`src/cpt_pkg.sv`:
```
package cpt_pkg;

   // ------------------------------------------------------------
   // Register offsets (byte addresses)
   // ------------------------------------------------------------
   localparam logic [7:0] OFF_STATUS_CONTROL = 8'h00;
   localparam logic [7:0] OFF_MODULUS        = 8'h04;
   localparam logic [7:0] OFF_COUNT          = 8'h08;
   localparam logic [7:0] OFF_SYSTEM_OPTIONS = 8'h0C;
   localparam logic [7:0] OFF_CHAN_BASE      = 8'h10;
   localparam logic [7:0] OFF_CHAN_STRIDE    = 8'h08;
   localparam logic [7:0] OFF_CHAN_VALUE     = 8'h04;

   // ------------------------------------------------------------
   // Field positions
   // ------------------------------------------------------------
   localparam int unsigned POS_CLK_SEL   = 0;
   localparam int unsigned POS_CENTER    = 2;
   localparam int unsigned POS_OVF_FLAG  = 8;
   localparam int unsigned POS_DIR_DOWN  = 16;
   localparam int unsigned POS_ROUTE     = 0;
   localparam int unsigned POS_ELSA      = 0;
   localparam int unsigned POS_OUT_EN    = 1;
   localparam int unsigned POS_CAPTURE   = 2;
   localparam int unsigned POS_CH_FLAG   = 7;

   // ------------------------------------------------------------
   // Clock source selections, reset values and counter top values
   // ------------------------------------------------------------
   localparam logic [1:0]  CLK_OFF      = 2'h0;
   localparam logic [1:0]  CLK_BUS      = 2'h1;
   localparam logic [1:0]  CLK_FIXED    = 2'h2;
   localparam logic [1:0]  CLK_EXTERNAL = 2'h3;
   localparam logic [15:0] RST_MODULUS  = 16'h0000;
   localparam logic [15:0] RST_VALUE    = 16'h0000;
   localparam logic [15:0] CNT_TOP      = 16'hFFFF;
   localparam logic [15:0] CNT_PRE_TOP  = 16'hFFFE;

   // Per-channel configuration
   typedef struct packed {
      logic capture;
      logic out_en;
      logic elsa;
   } cpt_chan_cfg_t;

   localparam cpt_chan_cfg_t RST_CHAN_CFG = '{capture: 1'b0, out_en: 1'b0, elsa: 1'b0};

endpackage

```
`src/cpt_timer_pwm_unit.sv`:
```
`timescale 1ns/1ps
`default_nettype none

// Behaviour
// - Two channels; second works as software compare
// - Routing bit feeds comparator to capture zero
// - Clock select both ones uses external pin
// - External clock tick shared with other timers
// - Free-running buffered update at FFFE to FFFF
// - Centre select bit enables up/down counting
// - Count up to modulus, down to zero
// - Centre period is twice the modulus
// - Centre pulse width is twice channel value
// - Zero value, or negative one in centre mode, gives 0% duty
// - Value above nonzero modulus gives 100% duty
// - Zero modulus, edge mode: free run wrap
// - Edge-level select A sets output polarity
// - Level A zero: up-match low, down-match high
module cpt_timer_pwm_unit
   import cpt_pkg::*;
#(
   parameter int unsigned CNT_W = 16,
   parameter int unsigned NCH   = 2
)
(
   input  wire logic             CLK,
   input  wire logic             RST_B,
   input  wire logic             PSEL,
   input  wire logic             PENABLE,
   input  wire logic             PWRITE,
   input  wire logic [7:0]       PADDR,
   input  wire logic [31:0]      PWDATA,
   output logic                  PREADY,
   output logic [31:0]           PRDATA,
   output logic                  PSLVERR,
   input  wire logic             EXTERNAL_TIMER_CLOCK_PIN,
   output logic                  TIMER_EXTERNAL_CLOCK_TICK,
   input  wire logic             ANALOG_COMPARATOR_OUT,
   input  wire logic [NCH-1:0]   TIMER_CHANNEL_PIN_IN,
   output logic [NCH-1:0]        TIMER_CHANNEL_PIN_OUT,
   output logic [NCH-1:0]        TIMER_CHANNEL_PIN_OE
);

   // ------------------------------------------------------------
   // Declarations
   // ------------------------------------------------------------
   logic [1:0]           clk_sel_reg;
   logic                 center_reg;
   logic                 ovf_flag_reg;
   logic                 route_reg;
   logic [CNT_W-1:0]     mod_buf_reg;
   logic [CNT_W-1:0]     mod_act_reg;
   logic [CNT_W-1:0]     cnt_reg;
   logic [CNT_W-1:0]     cnt_next;
   logic                 dir_down_reg;
   logic                 dir_down_next;
   logic                 ext_pin_reg;
   logic                 tick;
   logic                 load_evt;
   logic                 turn_evt;
   logic [31:0]          prdata_reg;
   logic                 pslverr_reg;
   logic                 setup;
   logic                 wr_acc;
   cpt_chan_cfg_t        cfg_reg   [NCH];
   logic [CNT_W-1:0]     val_buf_reg [NCH];
   logic [CNT_W-1:0]     val_act_reg [NCH];
   logic [NCH-1:0]       ch_flag_reg;
   logic [NCH-1:0]       out_reg;
   logic [NCH-1:0]       cap_src_reg;
   logic [NCH-1:0]       cap_src;
   logic [NCH-1:0]       cap_evt;
   logic [NCH-1:0]       match;

   // Decode of a channel register address, used by read and write
   function automatic logic chan_hit(input logic [7:0] addr, input int unsigned ch,
                                     input logic [7:0] sub);
      logic [7:0] base;
      base = OFF_CHAN_BASE + 8'(ch) * OFF_CHAN_STRIDE + sub;
      return addr == base;
   endfunction

   // ------------------------------------------------------------
   // APB slave
   // ------------------------------------------------------------
   assign setup   = PSEL && !PENABLE;
   assign wr_acc  = PSEL && PENABLE && PWRITE;
   assign PREADY  = 1'b1;       // Zero wait states
   assign PRDATA  = prdata_reg;
   assign PSLVERR = pslverr_reg;

   // Read data captured in setup so the answer comes from a flop
   always_ff @(posedge CLK or negedge RST_B)
   begin
      if (!RST_B)
      begin
         prdata_reg  <= 32'h0000_0000;
         pslverr_reg <= 1'b0;
      end
      else if (setup)
      begin
         prdata_reg  <= 32'h0000_0000;
         pslverr_reg <= 1'b1;
         if (PADDR == OFF_STATUS_CONTROL)
         begin
            prdata_reg[POS_CLK_SEL +: 2] <= clk_sel_reg;
            prdata_reg[POS_CENTER]       <= center_reg;
            prdata_reg[POS_OVF_FLAG]     <= ovf_flag_reg;
            pslverr_reg                  <= 1'b0;
         end
         if (PADDR == OFF_MODULUS)
         begin
            prdata_reg[CNT_W-1:0] <= mod_buf_reg;
            pslverr_reg           <= 1'b0;
         end
         if (PADDR == OFF_COUNT)
         begin
            prdata_reg[CNT_W-1:0]    <= cnt_reg;
            prdata_reg[POS_DIR_DOWN] <= dir_down_reg;
            pslverr_reg              <= 1'b0;
         end
         if (PADDR == OFF_SYSTEM_OPTIONS)
         begin
            prdata_reg[POS_ROUTE] <= route_reg;
            pslverr_reg           <= 1'b0;
         end
         for (int unsigned i = 0; i < NCH; i++)
         begin
            if (chan_hit(PADDR, i, 8'h00))
            begin
               prdata_reg[POS_ELSA]    <= cfg_reg[i].elsa;
               prdata_reg[POS_OUT_EN]  <= cfg_reg[i].out_en;
               prdata_reg[POS_CAPTURE] <= cfg_reg[i].capture;
               prdata_reg[POS_CH_FLAG] <= ch_flag_reg[i];
               pslverr_reg             <= 1'b0;
            end
            if (chan_hit(PADDR, i, OFF_CHAN_VALUE))
            begin
               prdata_reg[CNT_W-1:0] <= val_buf_reg[i];
               pslverr_reg           <= 1'b0;
            end
         end
      end
   end

   // Control and option registers
   always_ff @(posedge CLK or negedge RST_B)
   begin
      if (!RST_B)
      begin
         clk_sel_reg <= CLK_OFF;
         center_reg  <= 1'b0;
         route_reg   <= 1'b0;
      end
      else if (wr_acc)
      begin
         if (PADDR == OFF_STATUS_CONTROL)
         begin
            clk_sel_reg <= PWDATA[POS_CLK_SEL +: 2];
            center_reg  <= PWDATA[POS_CENTER];
         end
         if (PADDR == OFF_SYSTEM_OPTIONS)
            route_reg <= PWDATA[POS_ROUTE];
      end
   end

   // ------------------------------------------------------------
   // Clock source
   // ------------------------------------------------------------
   // Pin is taken as synchronous; one flop for edge detection
   always_ff @(posedge CLK or negedge RST_B)
   begin
      if (!RST_B)
         ext_pin_reg <= 1'b0;
      else
         ext_pin_reg <= EXTERNAL_TIMER_CLOCK_PIN;
   end

   // Tick is exported so the sibling timer and modulo timer share it
   assign TIMER_EXTERNAL_CLOCK_TICK = EXTERNAL_TIMER_CLOCK_PIN && !ext_pin_reg;

   // Fixed-rate source not modelled here, so it runs at bus rate
   always_comb
   begin
      unique case (clk_sel_reg)
         CLK_OFF:      tick = 1'b0;
         CLK_BUS:      tick = 1'b1;
         CLK_FIXED:    tick = 1'b1;
         CLK_EXTERNAL: tick = TIMER_EXTERNAL_CLOCK_TICK;
      endcase
   end

   // ------------------------------------------------------------
   // Counter
   // ------------------------------------------------------------
   always_comb
   begin
      cnt_next      = cnt_reg + CNT_W'(1);
      dir_down_next = dir_down_reg;
      turn_evt      = 1'b0;
      if (center_reg)
      begin
         if (!dir_down_reg && cnt_reg == mod_act_reg && mod_act_reg != '0)
         begin
            dir_down_next = 1'b1;
            cnt_next      = cnt_reg - CNT_W'(1);
            turn_evt      = 1'b1;
         end
         else if (dir_down_reg && cnt_reg == '0)
         begin
            dir_down_next = 1'b0;
            turn_evt      = 1'b1;
         end
         else if (dir_down_reg)
            cnt_next = cnt_reg - CNT_W'(1);
      end
      else
      begin
         dir_down_next = 1'b0;
         if (cnt_reg == mod_act_reg && mod_act_reg != '0)
         begin
            cnt_next = '0;
            turn_evt = 1'b1;
         end
         else if (cnt_reg == CNT_TOP)
            turn_evt = 1'b1;
      end
   end

   // Counter state; a write to the count register restarts it
   always_ff @(posedge CLK or negedge RST_B)
   begin
      if (!RST_B)
      begin
         cnt_reg      <= '0;
         dir_down_reg <= 1'b0;
      end
      else if (wr_acc && PADDR == OFF_COUNT)
      begin
         cnt_reg      <= '0;
         dir_down_reg <= 1'b0;
      end
      else if (tick)
      begin
         cnt_reg      <= cnt_next;
         dir_down_reg <= dir_down_next;
      end
   end

   // Overflow flag: hardware set wins over the write-one clear
   always_ff @(posedge CLK or negedge RST_B)
   begin
      if (!RST_B)
         ovf_flag_reg <= 1'b0;
      else if (tick && turn_evt)
         ovf_flag_reg <= 1'b1;
      else if (wr_acc && PADDR == OFF_STATUS_CONTROL && PWDATA[POS_OVF_FLAG])
         ovf_flag_reg <= 1'b0;
   end

   // ------------------------------------------------------------
   // Buffered modulus and channel values
   // ------------------------------------------------------------
   // Loading at the cycle boundary, or at once while stopped, avoids glitched periods
   always_comb
   begin
      if (clk_sel_reg == CLK_OFF)
         load_evt = 1'b1;
      else if (!center_reg && mod_act_reg == '0)
         load_evt = tick && cnt_reg == CNT_PRE_TOP;
      else
         load_evt = tick && turn_evt;
   end

   always_ff @(posedge CLK or negedge RST_B)
   begin
      if (!RST_B)
      begin
         mod_buf_reg <= RST_MODULUS;
         mod_act_reg <= RST_MODULUS;
      end
      else
      begin
         if (wr_acc && PADDR == OFF_MODULUS)
            mod_buf_reg <= PWDATA[CNT_W-1:0];
         if (load_evt)
            mod_act_reg <= mod_buf_reg;
      end
   end

   // ------------------------------------------------------------
   // Channels
   // ------------------------------------------------------------
   genvar g;
   generate
      for (g = 0; g < NCH; g++)
      begin : g_chan
         // Channel zero may listen to the comparator instead of its pin
         if (g == 0)
         begin : g_route
            assign cap_src[g] = route_reg ? ANALOG_COMPARATOR_OUT
                                          : TIMER_CHANNEL_PIN_IN[g];
            assign TIMER_CHANNEL_PIN_OE[g] = cfg_reg[g].out_en && !cfg_reg[g].capture
                                             && !route_reg;
         end
         else
         begin : g_plain
            assign cap_src[g] = TIMER_CHANNEL_PIN_IN[g];
            assign TIMER_CHANNEL_PIN_OE[g] = cfg_reg[g].out_en && !cfg_reg[g].capture;
         end

         assign cap_evt[g] = cfg_reg[g].capture && cap_src[g] && !cap_src_reg[g];
         // Compare works with no pin, so it serves as software compare
         assign match[g]   = tick && !cfg_reg[g].capture && cnt_reg == val_act_reg[g];
         assign TIMER_CHANNEL_PIN_OUT[g] = out_reg[g];

         // Configuration and value buffer; capture overrides software
         always_ff @(posedge CLK or negedge RST_B)
         begin
            if (!RST_B)
            begin
               cfg_reg[g]     <= RST_CHAN_CFG;
               val_buf_reg[g] <= RST_VALUE;
               val_act_reg[g] <= RST_VALUE;
            end
            else
            begin
               if (wr_acc && chan_hit(PADDR, g, 8'h00))
               begin
                  cfg_reg[g].elsa    <= PWDATA[POS_ELSA];
                  cfg_reg[g].out_en  <= PWDATA[POS_OUT_EN];
                  cfg_reg[g].capture <= PWDATA[POS_CAPTURE];
               end
               if (cap_evt[g])
               begin
                  val_buf_reg[g] <= cnt_reg;
                  val_act_reg[g] <= cnt_reg;
               end
               else
               begin
                  if (wr_acc && chan_hit(PADDR, g, OFF_CHAN_VALUE))
                     val_buf_reg[g] <= PWDATA[CNT_W-1:0];
                  if (load_evt)
                     val_act_reg[g] <= val_buf_reg[g];
               end
            end
         end

         // Capture input history and event flag
         always_ff @(posedge CLK or negedge RST_B)
         begin
            if (!RST_B)
            begin
               cap_src_reg[g] <= 1'b0;
               ch_flag_reg[g] <= 1'b0;
            end
            else
            begin
               cap_src_reg[g] <= cap_src[g];
               if (cap_evt[g] || match[g])
                  ch_flag_reg[g] <= 1'b1;
               else if (wr_acc && chan_hit(PADDR, g, 8'h00) && PWDATA[POS_CH_FLAG])
                  ch_flag_reg[g] <= 1'b0;
            end
         end

         // Output level; inactive level equals the polarity bit
         always_ff @(posedge CLK or negedge RST_B)
         begin
            if (!RST_B)
               out_reg[g] <= 1'b0;
            else if (center_reg)
            begin
               if (val_act_reg[g] == '0 || val_act_reg[g][CNT_W-1])
                  out_reg[g] <= cfg_reg[g].elsa;
               else if (mod_act_reg != '0 && val_act_reg[g] > mod_act_reg)
                  out_reg[g] <= !cfg_reg[g].elsa;
               else if (match[g] && !dir_down_reg)
                  out_reg[g] <= cfg_reg[g].elsa;
               else if (match[g] && dir_down_reg)
                  out_reg[g] <= !cfg_reg[g].elsa;
            end
            else
               // Edge-aligned: active while count is below the value
               out_reg[g] <= (cnt_reg < val_act_reg[g]) ^ cfg_reg[g].elsa;
         end
      end
   endgenerate

endmodule // cpt_timer_pwm_unit

`default_nettype wire

```
`config.mk`:
```
export PLATFORM = sky130hd
export DESIGN_NAME = cpt_timer_pwm_unit
export DESIGN_NICKNAME = d
export VERILOG_FILES = /design/src/cpt_pkg.sv /design/src/cpt_timer_pwm_unit.sv
export SDC_FILE = /design/constraint.sdc
export NUM_CORES = 1
export LEC_CHECK = 0
export ABC_AREA = 1
export BUFFER_PORTS_ARGS = -buffer_cell sky130_fd_sc_hd__buf_4
export CORE_UTILIZATION = 59
export DETAILED_ROUTE_END_ITERATION = 16
export HOLD_SLACK_MARGIN = 0.02
export PLACE_DENSITY = 0.79
export SYNTH_ARGS = -nofsm -noshare
export SYNTH_HDL_FRONTEND = slang
export SYNTH_SLANG_ARGS = --single-unit
```
`constraint.sdc`:
```
create_clock -name CLK -period 2.54 [get_ports CLK]
set_input_delay 0 -clock CLK [delete_from_list [all_inputs] [get_ports CLK]]
set_output_delay 0 -clock CLK [all_outputs]
set_load 0.01 [all_outputs]
```
==> metrics.md, run 1 <==
| Metric | Value |
|---|---|
| Status | `complete, no violations` |
| # rows | `47` |
| Largest net degree at the start of global routing | `62` |
| Die Y | `133 µm` |
| Relative slew slack | `49.1%` |
| Routed wire length per instance | `18.6 µm` |
| Clk root buf | `clkbuf_16` |
| Clock skew | `9.93 ps` |
| Final hold violations | `0` |
| Inst Count DP | `1664` |
| Initial antenna violation count | `0` |
| Total wire length | `32100 µm` |
| Vias in the first global route | `9750` |
| Min cycle time layout | `2390 ps` |
| Initial Util | `60.7%` |
| CTS Buf Count | `17` |
| Clk_lat worst skew | `440 ps` |
| Sequence of cells on the critical path | `ha_1 -> nand2_1 -> nor2_1 -> nand3_1 -> nor2_1 -> nand3b_1 -> nor2_1 -> nand2_1 -> nand2_1 -> nand2_1 -> nand2_1 -> nand2_1 -> nand2_1 -> nand2_1` |
| Layout area overhead | `17.4%` |
| Ys flop type | `dfrtp_1` |
| Number of remaining DRC errors | `0` |
| Top cell type's share of synthesized area | `36.9%` |
| Critical Path AT | `2710 ps` |
| # port buffers | `55` |
| Max Root-Sink Buffers | `2` |
| Post-synth EDFFs | `0` |
| Crit path top cell by count | `nand2_1` |
| LEAKAGE | `6.06 nW` |
| Via Count | `10200` |
| Die ar. | `17600 µm²` |
| Async set or reset register ratio after synthesis | `100%` |
| PwrDens | `525 nW/µm²` |
| H-tree levels | `4` |
| Synthesized cell area | `10100 µm²` |
| Gpl congestion | `0.951` |
| Final worst-path cycle share | `94.0%` |
| Clock Sinks | `149` |
| Final setup fails | `0` |
| Final std cells w/o fill | `1723` |
| Seq/Total Area, Yosys | `36.9%` |
| 1st-iter DRT viols | `1131` |
| Via-to-Cell Ratio | `5.94` |
| Yosys Warn Count | `0` |
| Mapped Cells | `1376` |
| Final ANT Viol Nets | `0` |
| I/O pins | `88` |
| GRT overflow | `0` |
| Synthesized flop and latch total | `149` |
| Top-count cell post-synth | `nand2_1` |
| Hpwl dp | `23600 µm` |
| Tightest Pin Transition | `757 ps` |
| Worst vdd ir | `0.000528 V` |
| CTS tree | `yes` |
| Synth cell count leaders | `nand2_1 (403), inv_1 (164), dfrtp_1 (149)` |
| CP max stage cell | `dfrtp_1` |
| FMAX | `419 MHz` |
| Worst hold path class | `in -> reg` |
| Number of distinct library cells after synthesis | `45` |
| Clk slew on worst S/H paths | `70 ps` |
| Crit start category | `flip-flop` |
| Worst setup EP type | `flip-flop` |
| Die width | `133 µm` |
| WP data required | `2870 ps` |
| Layout Nets | `1609` |
| Setup TNS | `0 ps` |
| Max Slew Vio Count | `0` |
| First-pass GRT wire length | `50600 µm` |
| Fillers | `1290` |
| Post-Syn Area per Cell | `7.34 µm²` |
| GRT Overall Usage | `37.3%` |
| Max stage delay on crit path | `580 ps` |
| TritonRoute pass-1 iters | `8` |
| CP Class | `reg -> reg` |
| # diodes | `0` |
| Core area | `16600 µm²` |
| Biggest area consumer among synthesized cells | `dfrtp_1` |
| Area contributors post-synth | `dfrtp_1 (37%), nand2_1 (15%), ha_1 (8.7%)` |
| CP Max Fanout | `10` |
| RSZ-0062 raised after global routing | `false` |
| Maxcap violations | `0` |
| Fraction of final layout cells sized beyond drive strength 1 | `13.5%` |
-- cell usage in the layout, fill, tap and decap left out, drive strengths merged --
cell type    netlist  final
nor3               7      7
nor2             114    114
dfrtp            149    149
buf               45    127
clkinv             3      9
xor2              17     17
xnor2              3      3
o21bai             2      2
a31oi             12     12
ha                70     70
inv              177    185
nand3b             2      2
o2111ai            2      2
o21a               2      2
clkbuf            25     17
o21ai            113    113
o211ai             1      1
o221ai            32     32
nand4             53     53
nand3             67     67
a211oi             1      1
dlygate4sd3        0     24
a21oi             49     49
o22ai              2      2
nor4               6      6
a21o               1      1
o31ai              1      1
a221oi            11     11
clkinvlp           0      1
a41oi              1      1
conb               2     16
nand2            406    406
-- through the flow --
step | instance area (µm²) | hold WS, ps | total power, mW | setup WS, ps | utilization, %
after floorplan | 10100 | -296 | 3.29 | 630 | -
after global placement | 11000 | 1.91 | 3.57 | 244 | 66.0
after detailed placement | 11000 | -0.533 | 3.62 | 202 | 66.0
after CTS | 11800 | 51.7 | 6.20 | 152 | 71.1
after global routing | 11900 | 93.6 | 6.47 | 8.25 | 71.2
final | 11900 | 47.4 | 6.22 | 153 | 71.2
-- repair_timing --
item	CTS	global route
hold endpoints to repair	121	0
hold buffers	24	0
setup endpoints to repair	0	2
buffers inserted	0	3
gates resized for setup	0	1
-- routing by layer --
layer | routed length, µm | vias up | global-route usage [%]
li1 | - | 4750 | -
met1 | 12800 | 4765 | 49.9
met2 | 14700 | 613 | 59.4
met3 | 3300 | 111 | 7.13
met4 | 1260 | 0 | 15.8
met5 | 0 | - | 0
-- where the power goes --
group          leakage (nW)  switching, mW  internal [mW]
clock                 0.292           1.25           1.34
sequential             1.74          0.143           2.55
combinational          4.03          0.567          0.377
-- final cells by class --
class                           instances  area, µm²  area share (%)
Clock buffer                           17        425            3.59
Clock inverter                         15        180            1.52
Inverter                              180        677            5.71
Multi-Input combinational cell        991       5330            45.0
Sequential cell                       149       3730            31.5
Tap cell                              220        275            2.32
Timing Repair Buffer                  151       1230            10.4
-- logic make-up (layout without fill, tap and decap cells) --
kind of cell / after synthesis / after routing / synth area share (%)
simple gates: 655 / 655 / 27.5
buf+inv: 250 / 363 / 10.8
compound gates: 230 / 230 / 14.3
flops: 149 / 149 / 36.9
fa+ha+maj: 70 / 70 / 8.68
xor+xnor: 20 / 20 / 1.74
other cells: 2 / 16 / 0.0744
-- critical path: cells and delay by family, from the launching register on --
kind / cells / cell delay [ps]
simple gates: 13 / 1290
flops: 1 / 580
fa+ha+maj: 1 / 410
-- final timing paths --
check | startpoint | slack [ps] | to | cells past startpoint
max | cnt_reg[13]$_DFFE_PN0P_ | 150 | TIMER_CHANNEL_PIN_OUT[0]$_DFFE_PN0P_ | 14
min | PADDR[0] | 50 | PSLVERR$_DFFE_PN0P_ | 5
max reg2reg | cnt_reg[13]$_DFFE_PN0P_ | 150 | TIMER_CHANNEL_PIN_OUT[0]$_DFFE_PN0P_ | 14
min reg2reg | PRDATA[0]$_DFFE_PN0P_ | 490 | PRDATA[0]$_DFFE_PN0P_ | 2
max in group asynchronous | RST_B | 1710 | val_act_reg[14]$_DFFE_PN0P_ | 3
min in group asynchronous | RST_B | 90 | TIMER_CHANNEL_PIN_OUT[0]$_DFFE_PN0P_ | 2
(Power assumes the default switching activity.)
==> run 2, diff against run 1 <==
clock period = 2.5 ns   (was 2.54 ns; I/O delays follow)
==> run 2 against run 1 <==
Cell count is 0.70% lower; first-iteration DRC count is 13% lower; fmax is 2.7% higher; design area is 1.1% lower; count of clock-buffer cells in the layout is 1 higher; sequential power is 2% higher; power is 0.37% higher; clock skew is 1.3 ps higher.
==> metrics.md, run 2 (synthesized netlist as in run 1, its figures left out) <==
| Metric | Value |
|---|---|
| FMAX | `430 MHz` |
| Worst setup EP type | `flip-flop` |
| Final hold violations | `0` |
| PwrDens | `533 nW/µm²` |
| LEAKAGE | `5.96 nW` |
| Via-to-Cell Ratio | `5.95` |
| Worst vdd ir | `0.000499 V` |
| Largest net degree at the start of global routing | `54` |
| Crit start category | `flip-flop` |
| # port buffers | `55` |
| Max Root-Sink Buffers | `2` |
| Vias in the first global route | `9697` |
| Die width | `133 µm` |
| Relative slew slack | `45.4%` |
| Worst hold path class | `in -> reg` |
| Layout area overhead | `16.2%` |
| Fraction of final layout cells sized beyond drive strength 1 | `13.5%` |
| Min cycle time layout | `2320 ps` |
| Setup Fix Bufs, Post-CTS | `0` |
| Total wire length | `31900 µm` |
| # rows | `47` |
| Clk network pwr share | `40.9%` |
| Hpwl dp | `23700 µm` |
| Worst hold stages | `5` |
| Commonest non-fill, non-tap cell in the layout | `nand2_1` |
| Via Count | `10200` |
| Die ar. | `17600 µm²` |
| Clk_lat worst skew | `430 ps` |
| H-tree levels | `4` |
| Max Slew Vio Count | `0` |
| Routed wire length per instance | `18.7 µm` |
| Layout Nets | `1597` |
| Initial antenna violation count | `0` |
| Core area | `16600 µm²` |
| Final setup fails | `0` |
| TritonRoute pass-1 iters | `5` |
| I/O pins | `88` |
| Maxcap violations | `0` |
| Worst reg2reg path depth | `14` |
| Setup TNS | `0 ps` |
| Commonest cells after routing, fill and taps aside | `nand2_1 (403), inv_1 (163), dfrtp_1 (139)` |
| Initial Util | `60.7%` |
| Inst Count DP | `1655` |
| Power, Total | `6.25 mW` |
| Final ANT Viol Nets | `0` |
| CTS Buf Count | `17` |
| WP data required | `2820 ps` |
| CTS tree | `yes` |
| Final worst-path cycle share | `93.0%` |
| R2R Setup Slk | `180 ps` |
| Die Y | `133 µm` |
| Gpl congestion | `0.949` |
| CP Class | `reg -> reg` |
| First-pass GRT wire length | `50500 µm` |
| Clock skew | `11.3 ps` |
| Sw Share | `29.6%` |
| Seq pwr share | `43.8%` |
| GRT Overall Usage | `37.5%` |
| Status | `complete, no violations` |
| Clk root buf | `clkbuf_16` |
| Tightest Pin Transition | `812 ps` |
| Clk slew on worst S/H paths | `70 ps` |
| Clock Sinks | `149` |
| Worst hold slack | `56.0 ps` |
| Critical Path AT | `2650 ps` |
| P_int | `4.39 mW` |
| Number of remaining DRC errors | `0` |
| Switch Pwr | `1.85 mW` |
| # diodes | `0` |
| 1st-iter DRT viols | `981` |
| CP Max Fanout | `11` |
| Power share of the combinational group | `15.2%` |
| RSZ-0062 raised after global routing | `false` |
| Final std cells w/o fill | `1711` |
| GRT overflow | `0` |
run 2: changes by cell type in the layout (fill, tap and decap cells not counted), moves of 4 or more:
cell / change
inv_6: +5
dfrtp_2: +9
dfrtp_1: -9
inv_8: -4
clkinv_8: -4
buf_4: -11
run 2: routing by layer:
metal,vias up,GRT usage (%),part of all wire [%]
li1,4725,-,-
met1,4778,50.1,41
met2,565,58.0,45
met3,109,7.51,10
met4,0,18.6,4.1
met5,-,0,0
run 2: worst paths after layout:
kind | start | endpoint
setup / recovery | cnt_reg[14]$_DFFE_PN0P_ | TIMER_CHANNEL_PIN_OUT[0]$_DFFE_PN0P_
hold / removal | PSEL | PRDATA[7]$_DFFE_PN0P_
setup reg to reg | cnt_reg[14]$_DFFE_PN0P_ | TIMER_CHANNEL_PIN_OUT[0]$_DFFE_PN0P_
hold reg to reg | PRDATA[1]$_DFFE_PN0P_ | PRDATA[1]$_DFFE_PN0P_
max in group asynchronous | RST_B | cnt_reg[13]$_DFFE_PN0P_
min in group asynchronous | RST_B | TIMER_CHANNEL_PIN_OUT[0]$_DFFE_PN0P_
run 2: final cells by class:
type	count	area [µm²]
fillers	1354	4910
repair buffers	139	1120
clock inverters	14	139
well taps	220	275
inverters	180	677
flip-flops and latches	149	3740
clock buffers	18	439
multi-input cells	991	5330
run 2: through the flow:
stage	instance area (µm²)	setup WS, ps	util [%]
floorplan	10100	590	-
global placement	10900	152	65.5
detailed placement	10900	139	65.5
CTS	11700	119	70.4
global route	11700	8.38	70.5
finish	11700	175	70.5
run 2: power by group through the flow:
stage	clock network, mW	logic, mW	registers [mW]
2_1_floorplan	0	0.601	2.74
3_3_place_gp	0	0.860	2.77
3_5_place_dp	0	0.898	2.77
4_1_cts	2.56	0.941	2.73
5_1_grt	2.66	1.08	2.75
6_report	2.55	0.952	2.74
run 2: repair_timing:
item / CTS / global route
hold buffers: 24 / 0
endpoints found under the setup margin: 0 / 48
endpoints found under the hold margin: 171 / 0
resized for setup: 0 / 12
run 2: worst max-delay path, cell delays in order (launching register included):
cell	delay [ps]
dfrtp_1	570
ha_1	390
nand2_1	60
nor2_1	170
nand3_1	220
nor2_1	140
nand3b_1	170
nor2_1	130
nand2_1	60
nand2_1	80
nand2_1	50
nand2_1	50
nand2_1	40
nand2_1	50
nand2_1	40
